[src/ssi_cfg.svh]
`ifndef SSI_CFG_SVH
`define SSI_CFG_SVH

// ==========================================================
// Register map (byte addresses)
`define SSI_ADDR_W 12
`define SSI_ADDR_CTRL 12'h000
`define SSI_ADDR_STAT 12'h004

// ==========================================================
// Control word fields
`define SSI_CTRL_MODE 0
`define SSI_CTRL_STRAP_LSB 1
`define SSI_CTRL_RST 32'h00000000

// ==========================================================
// Status word fields
`define SSI_STAT_STRAP_LSB 0
`define SSI_STAT_METHOD_LSB 2
`define SSI_STAT_STRAP_EN 4
`define SSI_STAT_VALID 5
`define SSI_STAT_PWR 6
`define SSI_STAT_IND 7
`define SSI_STAT_NONREM_LSB 8

// ==========================================================
// Configuration method codes {bit1, bit0}
`define SSI_METHOD_DEF_SELF 2'b00
`define SSI_METHOD_SERIAL 2'b01
`define SSI_METHOD_DEF_BUS 2'b10
`define SSI_METHOD_EEPROM 2'b11

// ==========================================================
// Fixed-port decode, port 4 in the top bit
`define SSI_NONREM_00 4'h0
`define SSI_NONREM_01 4'h1
`define SSI_NONREM_10 4'h3
`define SSI_NONREM_11 4'h7

// ==========================================================
// Edges after reset release before pins are trusted
`define SSI_SETTLE_CYC 2'h2

`endif

[src/ssi_pkg.sv]
package ssi_pkg;

  typedef enum logic [0:0] {
    ST_SETTLE,
    ST_RUN
  } ssi_state_t;

  typedef struct packed {
    logic [3:0] sy1;
    logic [3:0] sy2;
    ssi_state_t st;
    logic [1:0] cnt;
    logic [1:0] method;
    logic strap_en;
    logic [1:0] strap;
    logic valid;
    logic mode;
    logic [1:0] sw_strap;
    logic ind;
    logic oe;
    logic pwr;
    logic [3:0] nonrem;
    logic [31:0] rdata;
  } ssi_regs_t;

endpackage

[src/ssi_top.sv]
`timescale 1ns/10ps
`include "ssi_cfg.svh"

module ssi_top (
  // Clock and reset
  input wire logic sys_clk,
  input wire logic rst,
  // APB slave
  input wire logic psel,
  input wire logic penable,
  input wire logic pwrite,
  input wire logic [`SSI_ADDR_W-1:0] paddr,
  input wire logic [31:0] pwdata,
  output logic [31:0] prdata,
  output logic pready,
  output logic pslverr,
  // Multifunction pin
  input wire logic active_state_indicator_in,
  output logic active_state_indicator_out,
  output logic active_state_indicator_oe,
  // Other strap pins
  input wire logic fixed_port_strap_bit1,
  input wire logic config_method_bit0,
  input wire logic config_method_bit1,
  // Hub core state
  input wire logic hub_configured,
  input wire logic hub_suspended,
  // Results
  output logic self_power_sense,
  output logic [3:0] fixed_port_nonremovable,
  output logic [1:0] config_method,
  output logic strap_valid
);

  ssi_pkg::ssi_regs_t s_q;
  ssi_pkg::ssi_regs_t s_d;

  logic [1:0] eff_strap;
  logic hub_active;
  logic addr_ok;
  logic acc_wr;

  // ==========================================================
  // Effective values
  // Loaded value replaces the straps in serial and EEPROM methods
  assign eff_strap = s_q.strap_en ? s_q.strap : s_q.sw_strap;
  // Configured and not suspended counts as active
  assign hub_active = hub_configured & ~hub_suspended;
  assign addr_ok = (paddr == `SSI_ADDR_CTRL) ||
                   (paddr == `SSI_ADDR_STAT);
  assign acc_wr = psel & penable & pwrite;

  // ==========================================================
  // APB handshake
  // Zero wait states: every access completes in its first cycle
  assign pready = 1'b1;
  // Unmapped offsets answer with an error; writes to them are dropped
  assign pslverr = psel & penable & ~addr_ok;
  assign prdata = s_q.rdata;

  // ==========================================================
  // Outputs
  assign active_state_indicator_out = s_q.ind;
  assign active_state_indicator_oe = s_q.oe;
  assign self_power_sense = s_q.pwr;
  assign fixed_port_nonremovable = s_q.nonrem;
  assign config_method = s_q.method;
  assign strap_valid = s_q.valid;

  // ==========================================================
  // Next state
  always_comb begin
    s_d = s_q;
    s_d.sy1 = {config_method_bit1, config_method_bit0,
               fixed_port_strap_bit1, active_state_indicator_in};
    s_d.sy2 = s_q.sy1;
    case (s_q.st)
      ssi_pkg::ST_SETTLE: begin
        // Synchronisers hold reset constants until two edges pass
        if (s_q.cnt == `SSI_SETTLE_CYC) begin
          s_d.st = ssi_pkg::ST_RUN;
          s_d.method = s_q.sy2[3:2];
          s_d.strap_en = ~s_q.sy2[2];
          if (~s_q.sy2[2]) begin
            s_d.strap = s_q.sy2[1:0];
          end
          s_d.valid = 1'b1;
        end else begin
          s_d.cnt = s_q.cnt + 2'h1;
        end
      end
      ssi_pkg::ST_RUN: begin
        // Captured values stand until the next reset
        s_d.st = ssi_pkg::ST_RUN;
      end
      default: begin
        // Unreachable with two states; recover into a fresh capture
        s_d.st = ssi_pkg::ST_SETTLE;
      end
    endcase

    // Bit 0 of the strap sets the indicator polarity
    s_d.ind = hub_active ^ eff_strap[0];
    // Driver stays off in reset, settle and sense mode
    s_d.oe = s_q.valid & ~s_q.mode;
    // Sense reads the synchronised pin, never the raw level
    s_d.pwr = s_q.valid & s_q.mode & s_q.sy2[0];

    // Port map stays clear until the straps are trusted
    if (!s_q.valid) begin
      s_d.nonrem = 4'h0;
    end else begin
      case (eff_strap)
        2'b00: s_d.nonrem = `SSI_NONREM_00;
        2'b01: s_d.nonrem = `SSI_NONREM_01;
        2'b10: s_d.nonrem = `SSI_NONREM_10;
        default: s_d.nonrem = `SSI_NONREM_11;
      endcase
    end

    // Mode and software strap are the only writable fields
    if (acc_wr && paddr == `SSI_ADDR_CTRL) begin
      s_d.mode = pwdata[`SSI_CTRL_MODE];
      s_d.sw_strap = pwdata[`SSI_CTRL_STRAP_LSB+:2];
    end

    // Read data is fetched in setup so it comes from a flop
    if (psel && !penable) begin
      s_d.rdata = 32'h00000000;
      if (paddr == `SSI_ADDR_CTRL) begin
        s_d.rdata[`SSI_CTRL_MODE] = s_q.mode;
        s_d.rdata[`SSI_CTRL_STRAP_LSB+:2] = s_q.sw_strap;
      end else if (paddr == `SSI_ADDR_STAT) begin
        s_d.rdata[`SSI_STAT_STRAP_LSB+:2] = eff_strap;
        s_d.rdata[`SSI_STAT_METHOD_LSB+:2] = s_q.method;
        s_d.rdata[`SSI_STAT_STRAP_EN] = s_q.strap_en;
        s_d.rdata[`SSI_STAT_VALID] = s_q.valid;
        s_d.rdata[`SSI_STAT_PWR] = s_q.pwr;
        s_d.rdata[`SSI_STAT_IND] = s_q.ind;
        s_d.rdata[`SSI_STAT_NONREM_LSB+:4] = s_q.nonrem;
      end
    end
  end

  // ==========================================================
  // State register
  // One flop bank for all state keeps the reset value uniform
  always_ff @(posedge sys_clk or posedge rst) begin
    if (rst) begin
      s_q <= '0;
    end else begin
      s_q <= s_d;
    end
  end
endmodule

[config.mk]
export PLATFORM = sky130hd
export DESIGN_NAME = ssi_top
export DESIGN_NICKNAME = d
export VERILOG_FILES = /design/src/ssi_pkg.sv /design/src/ssi_top.sv
export VERILOG_INCLUDE_DIRS = /design/src
export SDC_FILE = /design/constraint.sdc
export NUM_CORES = 1
export LEC_CHECK = 0
export ABC_CLOCK_PERIOD_IN_PS = 1500
export BUFFER_PORTS_ARGS = -buffer_cell sky130_fd_sc_hd__clkbuf_2
export CORE_MARGIN = 2
export CORE_UTILIZATION = 41
export CTS_BUF_LIST = sky130_fd_sc_hd__clkbuf_4 sky130_fd_sc_hd__clkbuf_8
export CTS_CLUSTER_DIAMETER = 60
export CTS_CLUSTER_SIZE = 12
export DETAILED_ROUTE_END_ITERATION = 8
export GPL_TIMING_DRIVEN = 0
export PLACE_DENSITY = 0.8
export SYNTH_ARGS = -nofsm -noshare
export SYNTH_HDL_FRONTEND = slang
export SYNTH_SLANG_ARGS = --single-unit
[constraint.sdc]
create_clock -name sys_clk -period 1.5 [get_ports sys_clk]
set_clock_uncertainty 0.15 [all_clocks]
set_input_delay 0.075 -clock sys_clk [delete_from_list [all_inputs] [get_ports sys_clk]]
set_output_delay 0.075 -clock sys_clk [all_outputs]
set_load 0.01 [all_outputs]
==> impl_metrics.toml, run 1 <==
[status]
status = "completed"

[sta]
finalSetupViolCount = 0
finalHoldViolCount = 0
tightest_slew_ps = 755
fin_setup_tns_ps = 0
relSlewSlack_pct = 49.6
min_period_over_period_pct = 99.4
grt_setup_unrepaired = "yes"
hold_ws_ps = 17.5
drv_slew = 0
fin_crit_ps = 1490
clock.fmax_mhz = 670

[clocking]
insertion_delay_ps = 290
cts_made_buffers = 5
root_buffer = "clkbuf_8"
cts_buffer_depth = 2
clkSlewWorstSetupHoldPaths_ps = 70
h-tree-depth = 2
cts_sinks = 37
cts_tree = "yes"

[hold_path]
worstHoldStart = "paddr[3]"
worstHoldPathType = "in -> reg"
hold_end = "prdata[0]$_DFFE_PP0P_"
min_delay_path_depth = 4

[flow_run]
maxCapViolations = 0

[synthesis]
synthCells = 157
ys_seq_area_share_pct = 53.8
synthFlopType = "dfrtp_1"
ys_ff_latch = 37
yosysWarningCount = 0
netlist_area_sq_um = 1720
synth_cell_types = 29
async_reset_ff_share_pct = 100
synth_area_per_cell_sq_um = 11.0
synth_edf_count = 0

[finish]
diodes = 0
nFillCells = 365
utilization_pct = 57.9
nets = 300
final_common_cell = "clkbuf_2"
drive_above_1_share_pct = 46.7
area_growth_pct = 35.6
mostFrequentLayoutCells = "clkbuf_2, buf_4, dfrtp_1"

[placed_design]
hpwlAfterDp_microns = 2380
port_buffers = 46
gp_congestion = 0.788

[power_and_ir_drop]
combPwrFrac_pct = 11.0
p_sw_w = 0.000443
p_sw_share_pct = 22.6
power_frac_clock_pct = 36.3
leakage_nw = 1.26
seqPwrFrac_pct = 52.6
ir_drop_mv = 0.527
power_w = 0.00196
internal_power_w = 0.00152
power.density_nw_per_um2 = 840

[floorplan]
fp.dieH_microns = 68.8
design.die.area_sq_um = 4730
ioPinCount = 99
die_w_microns = 68.8
core-area_sq_um = 4030
rows = 23
start_util_pct = 42.7

[route]
post_drt_wl_per_cell_microns = 10.6
via_count = 1190
drtPass1Iterations = 4
wirelength_microns = 3110
route.detailed.drc = 0
drtIter0Drc = 26
antenna_left = 0
routed_via_density = 4.05

[global_route]
grt_first_pass_wirelength_microns = 5100
track_usage_pct = 15.1
grt_max_degree = 38
grt_pass1_vias = 1177
grt-ovfl-total = 0
antenna_found_initial = 0

[critical_path]
worst_setup_path_end_kind = "flip-flop"
reg2reg_slack_ps = 8
cp_max_fo = 2
cp.required_ps = 1520
r2r-end = "s_q[44]$_DFFE_PP0P_"
critPathLaunchType = "flip-flop"
ff2ff_path_depth = 4
r2r_start = "s_q[49]$_DFFE_PP0P_"
arrival_ps = 1510
criticalPathCategory = "reg -> reg"
## Yosys cell counts, drive strengths merged, types with 2 or more instances
cell    n  area (sq um)
buf    40           300
dfrtp  37           926
nand2  12          45.0
inv    11          41.3
o21ai  11          55.1
nor2    8          30.0
mux2    6          78.8
mux2i   3          30.0
nor3    3          15.0
a211o   2          20.0
a21oi   2          10.0
and3    2          12.5
conb    2          7.51
nor2b   2          12.5
nor4    2          25.0
xnor2   2          17.5
## per-stage QoR
step	cell area (sq um)	setup WS (ps)	cells
floorplan	1820	21.7	178
global placement	2110	-29.5	274
detailed placement	2110	-46.0	274
CTS	2310	1.30	292
global route	2330	-24.4	294
finish	2330	8.28	294
## registers in the layout (all words and copies together) (netlist names)
signal,flops
strap_valid,1
active_state_indicator_oe,1
s_q,13
fixed_port_nonremovable,3
active_state_indicator_out,1
self_power_sense,1
config_method,2
prdata,11
s_d,4
## how the worst max path moves through the flow
stage | endpoint | start | slack (ps) | cells after the start
finish | s_q[44]$_DFFE_PP0P_ | s_q[49]$_DFFE_PP0P_ | 8 | 4
global route | s_q[44]$_DFFE_PP0P_ | s_q[49]$_DFFE_PP0P_ | -20 | 4
CTS | s_q[44]$_DFFE_PP0P_ | s_q[48]$_DFFE_PP0P_ | 1 | 5
detailed placement | s_q[44]$_DFFE_PP0P_ | s_q[48]$_DFFE_PP0P_ | -50 | 5
global placement | s_q[44]$_DFFE_PP0P_ | s_q[48]$_DFFE_PP0P_ | -30 | 5
floorplan | s_q[43]$_DFFE_PP0P_ | s_q[48]$_DFFE_PP0P_ | 20 | 5
## critical path, stage by stage, from the launching register on
cell and delay, ps:
dfrtp_1 420, ha_4 180, nor2b_4 120, and2b_2 210, mux2_4 300
## power by group through the flow
| stage | clock network (W) | registers (W) | logic, W |
|---|---|---|---|
| floorplan | 0 | 0.00105 | 0.000134 |
| global placement | 0 | 0.00105 | 0.000190 |
| detailed placement | 0 | 0.00105 | 0.000195 |
| CTS | 0.000733 | 0.00103 | 0.000213 |
| global route | 0.000778 | 0.00103 | 0.000244 |
| finish | 0.000713 | 0.00103 | 0.000217 |
## cell type report
| cell class | count | area, sq um | area share, % |
|---|---|---|---|
| inverters | 11 | 41.3 | 1.77 |
| clock buffers | 7 | 90.1 | 3.86 |
| repair buffers | 59 | 353 | 15.1 |
| multi-input cells | 89 | 557 | 23.9 |
| flip-flops and latches | 37 | 926 | 39.7 |
| well taps | 50 | 62.6 | 2.68 |
| plain buffers | 41 | 304 | 13.0 |
## cell families (layout without fill, tap and decap cells)
logic type,Yosys count,count (layout),share of synthesized area (%)
multiplexers,9,9,6.33
AO/OA/AOI/OAI,17,17,5.82
buffers and inverters,52,118,20.1
AND/OR/NAND/NOR,37,37,11.8
adder cells (fa/ha/maj),1,1,0.727
other,2,23,0.437
flip-flops,37,37,53.8
XOR/XNOR,2,2,1.02
## metal layers
layer / global-route usage (%) / vias to the layer above / wire length [microns]
li1: - / 615 / -
met1: 15.9 / 535 / 1230
met2: 27.0 / 37 / 1620
met3: 6.17 / 3 / 223
met4: 5.15 / 0 / 36
met5: 0 / - / 0
## repair_timing
action                     4_1_cts  5_1_grt
pin swaps                        0        1
gates resized for setup          0        4
setup endpoints to repair        2        4
hold endpoints to repair         8       37
setup buffers                    2        1
hold buffers                     9        1
(Power assumes the default switching activity.)
==> inputs of run 2 (changes only) <==
ABC_AREA = 1   (was not set)
CORE_UTILIZATION = 35   (was 41)
PLACE_DENSITY = 0.69   (was 0.8)
SKIP_CTS_REPAIR_TIMING = 1   (was not set)
==> impl_metrics.toml, run 2 <==
[clocking]
h-tree-depth = 2
cts_buffer_depth = 2
insertion_delay_ps = 280
cts_made_buffers = 5
root_buffer = "clkbuf_8"
clkSlewWorstSetupHoldPaths_ps = 70
cts_sinks = 37
cts_tree = "yes"

[power_and_ir_drop]
combPwrFrac_pct = 11.0
seqPwrFrac_pct = 53.4
power_frac_clock_pct = 35.6
p_sw_share_pct = 21.9
p_sw_w = 0.000423
leakage_nw = 1.40
internal_power_w = 0.00151
power.density_nw_per_um2 = 810
ir_drop_mv = 0.600
power_w = 0.00193

[finish]
stdcell_count = 354
final_area_sq_um = 2390
area_growth_pct = 34.2
top_register = "s_q"
utilization_pct = 49.5
final_common_cell = "nand2_1"
drive_above_1_share_pct = 36.9
diodes = 0
largest_reg_flops = 13
mostFrequentLayoutCells = "nand2_1, clkbuf_2, buf_4"
nets = 343

[global_route]
antenna_found_initial = 0
met2_usage_pct = 20.1
met1_usage_pct = 13.1
grt_max_degree = 38
grt_first_pass_wirelength_microns = 4820
use_met3_pct = 3.21
grt_pass1_vias = 1161
track_usage_pct = 11.3
gr-max-usage-layer = "met2"
grt-ovfl-total = 0

[sta]
hold_ws_ps = -15.4
tightest_slew_ps = 736
drv_slew = 0
relSlewSlack_pct = 50.8
finalHoldViolCount = 2
clock.fmax_mhz = 718
finalSetupViolCount = 0
fin_crit_ps = 1390
min_period_over_period_pct = 92.8

[floorplan]
fp.dieH_microns = 75.3
start_util_pct = 36.9
core-area_sq_um = 4820
die_w_microns = 75.3
rows = 25
design.die.area_sq_um = 5670
ioPinCount = 99

[critical_path]
arrival_ps = 1410
cpMostUsedCell = "inv_1"
cp.required_ps = 1520
worstPathCellList = "inv_1 > ha_1 > inv_1 > nor2_4 > inv_2 > nor2_4 > inv_1 > nand2_1 > o21ai_1"
criticalPathCategory = "reg -> reg"
slowest_delay_ps = 390
path_delay_family = "flip-flops"
crit_buf_inv = 4
cp_slowest_cell = "dfrtp_1"
critPathLaunchType = "flip-flop"
cp_max_fo = 4
reg2reg_slack_ps = 110
worst_setup_path_end_kind = "flip-flop"

[synthesis]
yosysWarningCount = 0
synth_edf_count = 0
synth_area_leader_cell = "dfrtp_1"
synthCells = 201
ys_ff_latch = 37
synth_top_area_share_pct = 52.1
post-synth-top-count-cell = "nand2_1"
synthTopCellsByCount = "nand2_1, buf_4, dfrtp_1"
ys_top_cells_by_area = "dfrtp_1, buf_4, nand2_1"
synth_cell_types = 17
synthFlopType = "dfrtp_1"
async_reset_ff_share_pct = 100
netlist_area_sq_um = 1780
ys_seq_area_share_pct = 52.1
synth_area_per_cell_sq_um = 8.85

[route]
post_drt_wl_per_cell_microns = 8.56
routed_via_density = 3.79
wirelength_microns = 3030
antenna_left = 0
via_count = 1343
drtPass1Iterations = 5
drtIter0Drc = 27
route.detailed.drc = 0

[status]
violations = "hold timing"
status = "finished, violations left"

[placed_design]
hpwlAfterDp_microns = 2310
post_dp_cell_area_sq_um = 2170
dp.cells = 335
gp_congestion = 0.726
port_buffers = 46

[flow_run]
maxCapViolations = 0

[hold_path]
worstHoldPathType = "in -> reg"
[run 2: cell types whose count changed after synthesis, moves of 3 or more]
| cell | change |
|---|---|
| nor3_1 | -3 |
| nor2_2 | +6 |
| nor2_1 | +6 |
| o21ai_0 | -6 |
| o21ai_1 | +4 |
| inv_1 | +11 |
| nand2_1 | +36 |
| mux2_2 | -3 |
| nand3_1 | +13 |
| mux2i_1 | -3 |
| mux2_4 | -3 |
[run 2: worst min-delay path: stages]
cell	delay [ps]
clkbuf_2	90
nor2_1	60
inv_1	60
nand2_1	50
nand2_1	50
[run 2: metrics by stage]
stage                     hold WS (ps)  setup TNS [ps]  setup slack, ps
after detailed placement          34.6            -202            -6.99
after global placement            34.4               0             22.8
after global routing              17.8           -5.32            -5.32
after floorplan                  -43.6               0              136
after CTS                         -258               0             1.17
final                            -15.4               0              108
[run 2: logic make-up (layout without fill, tap and decap cells)]
logic type | count (synthesis) | in the layout | share of synthesized area, %
AND/OR/NAND/NOR | 87 | 87 | 21.7
AO/OA/AOI/OAI | 9 | 9 | 2.53
flip-flops | 37 | 37 | 52.1
XOR/XNOR | 2 | 2 | 0.985
buffers and inverters | 63 | 128 | 21.5
adder cells (fa/ha/maj) | 1 | 1 | 0.704
other | 2 | 23 | 0.422
[run 2: path summary, 6_finish.rpt]
check / cells past startpoint / endpoint / from
worst max-delay path: 9 / s_q[43]$_DFFE_PP0P_ / s_q[48]$_DFFE_PP0P_
worst min register to register: 0 / s_q[51]$_DFF_PP0_ / s_d[51]$_DFF_PP0_
min in group asynchronous: 3 / s_d[52]$_DFF_PP0_ / rst
max in group asynchronous: 3 / s_q[48]$_DFFE_PP0P_ / rst
worst min-delay path: 5 / prdata[3]$_DFFE_PP0P_ / penable
worst max register to register: 9 / s_q[43]$_DFFE_PP0P_ / s_q[48]$_DFFE_PP0P_
[run 2: final cells by class]
| class | count | area [sq um] |
|---|---|---|
| buffer | 41 | 300 |
| clock buffer | 7 | 90.1 |
| fill | 501 | 2430 |
| inverter | 22 | 82.6 |
| multi-input combinational | 122 | 558 |
| sequential | 37 | 926 |
| tap | 67 | 83.8 |
| timing repair buffer | 58 | 345 |
[run 2: metal layers]
| metal | vias up | share of wire [%] |
|---|---|---|
| met3 | 4 | 6.3 |
| met5 | - | 0 |
| met4 | 0 | 0.76 |
| li1 | 721 | - |
| met2 | 40 | 52 |
| met1 | 578 | 41 |
[run 2: power groups by stage]
stage / clock [W] / combinational, W / sequential [W]
after global placement: 0 / 0.000191 / 0.00105
after CTS: 0.000714 / 0.000194 / 0.00103
after floorplan: 0 / 0.000136 / 0.00105
final: 0.000688 / 0.000213 / 0.00103
after detailed placement: 0 / 0.000194 / 0.00105
after global routing: 0.000760 / 0.000243 / 0.00103
==> inputs of run 3 (changes only) <==
CORE_UTILIZATION = 41   (was 35)
PLACE_DENSITY = 0.79   (was 0.69)
==> impl_metrics.toml, run 3 (synthesis gave the netlist of run 2 again) <==
[status]
status = "finished, violations left"
violations = "hold timing"

[route]
antenna_left = 0
route.detailed.drc = 0
drtPass1Iterations = 4
routed_via_density = 4.09
wirelength_microns = 3220
drtIter0Drc = 87
post_drt_wl_per_cell_microns = 9.52
via_count = 1383

[floorplan]
design.die.area_sq_um = 4880
die_w_microns = 69.9
rows = 23
ioPinCount = 99
start_util_pct = 43.5
fp.dieH_microns = 69.9
core-area_sq_um = 4090

[finish]
final_common_cell = "nand2_1"
mostFrequentLayoutCells = "nand2_1, clkbuf_2, buf_4"
final_area_sq_um = 2380
area_growth_pct = 34.1
largest_reg_flops = 13
nFillCells = 372
nets = 344
diodes = 0
drive_above_1_share_pct = 38.2
top_register = "s_q"
utilization_pct = 58.4

[clocking]
cts_buffer_depth = 2
cts_made_buffers = 5
cts_sinks = 37
insertion_delay_ps = 280
h-tree-depth = 2
clkSlewWorstSetupHoldPaths_ps = 60
cts_tree = "yes"
root_buffer = "clkbuf_8"

[power_and_ir_drop]
p_sw_w = 0.000427
ir_drop_mv = 0.548
leakage_nw = 1.40
power_frac_clock_pct = 35.6
internal_power_w = 0.00151
combPwrFrac_pct = 11.1
power.density_nw_per_um2 = 812
seqPwrFrac_pct = 53.3
p_sw_share_pct = 22.1

[global_route]
track_usage_pct = 13.7
grt_first_pass_wirelength_microns = 5270
grt_pass1_vias = 1247
grt_max_degree = 38
antenna_found_initial = 0
grt-ovfl-total = 0

[critical_path]
critPathLaunchType = "flip-flop"
cpMostUsedCell = "inv_2"
cp_max_fo = 4
criticalPathCategory = "reg -> reg"
cp.required_ps = 1520
arrival_ps = 1420
worstPathCellList = "inv_2 > ha_4 > inv_1 > nor2_4 > inv_2 > nor2_4 > inv_2 > nand2_1 > o21ai_1"
crit_buf_inv = 4
path_delay_family = "flip-flops"
cp_slowest_cell = "dfrtp_1"
worst_setup_path_end_kind = "flip-flop"
slowest_delay_ps = 390

[sta]
min_period_over_period_pct = 93.3
finalSetupViolCount = 0
clock.fmax_mhz = 715
fin_crit_ps = 1400
drv_slew = 0
tightest_slew_ps = 733
finalHoldViolCount = 2
relSlewSlack_pct = 51.1
hold_ws_ps = -13.3

[flow_run]
maxCapViolations = 0

[placed_design]
port_buffers = 46
hpwlAfterDp_microns = 2380
gp_congestion = 0.735
post_dp_cell_area_sq_um = 2150

[hold_path]
worstHoldPathType = "in -> reg"
run 3: changes by cell type in the layout (fill, tap and decap cells not counted):
cell   previous run  this run
inv_2             2         4
buf_4            41        42
inv_1            20        18
ha_4              0         1
ha_1              1         0
run 3: path summary, 6_finish.rpt:
kind                                startpoint                                    to  slack, ps  cells past startpoint
setup reg to reg           s_q[48]$_DFFE_PP0P_                   s_q[43]$_DFFE_PP0P_        100                      9
setup / recovery           s_q[48]$_DFFE_PP0P_                   s_q[43]$_DFFE_PP0P_        100                      9
min in group asynchronous                  rst                     s_d[52]$_DFF_PP0_        320                      3
hold / removal                  hub_configured  active_state_indicator_out$_DFF_PP0_        -10                      4
hold reg to reg              s_d[54]$_DFF_PP0_                     s_q[54]$_DFF_PP0_        200                      0
max in group asynchronous                  rst                   s_q[40]$_DFFE_PP0P_        410                      3
run 3: cell type report:
cell class | count | area [sq um] | share of cell area, %
multi-input combinational | 122 | 571 | 23.9
clock buffer | 7 | 90.1 | 3.78
sequential | 37 | 926 | 38.8
tap | 50 | 62.6 | 2.62
timing repair buffer | 59 | 353 | 14.8
buffer | 41 | 300 | 12.6
inverter | 22 | 82.6 | 3.46
run 3: routing by layer:
layer  share of wire [%]  track usage (%)  routed length, microns  up-vias
met5                   0                0                       0        -
met4                 1.1             5.13                      37        0
met3                 6.2             5.48                     198        6
met2                  55             25.1                    1760       41
met1                  38             14.0                    1220      611
li1                    -                -                       -      725
run 3: worst register-to-register path, stage by stage (launching register included):
cell and delay (ps):
dfrtp_1 390, inv_2 80, ha_4 130, inv_1 50
nor2_4 120, inv_2 60, nor2_4 140, inv_2 60
nand2_1 60, o21ai_1 50
run 3: power by group through the flow:
stage	Combinational (W)	Sequential (W)	Clock [W]
2_1_floorplan	0.000136	0.00105	0
3_3_place_gp	0.000190	0.00105	0
4_1_cts	0.000194	0.00103	0.000718
5_1_grt	0.000240	0.00103	0.000757
6_report	0.000214	0.00103	0.000690
3_5_place_dp	0.000194	0.00105	0
run 3: through the flow:
step / TNS [ps] / power [W] / std cells / setup WS (ps)
floorplan: 0 / 0.00118 / 222 / 136
finish: 0 / 0.00194 / 338 / 101
detailed placement: -620 / 0.00124 / 318 / -19.4
global route: -15.9 / 0.00203 / 338 / -15.9
global placement: 0 / 0.00124 / 318 / 33.5
CTS: -52.7 / 0.00194 / 325 / -39.7
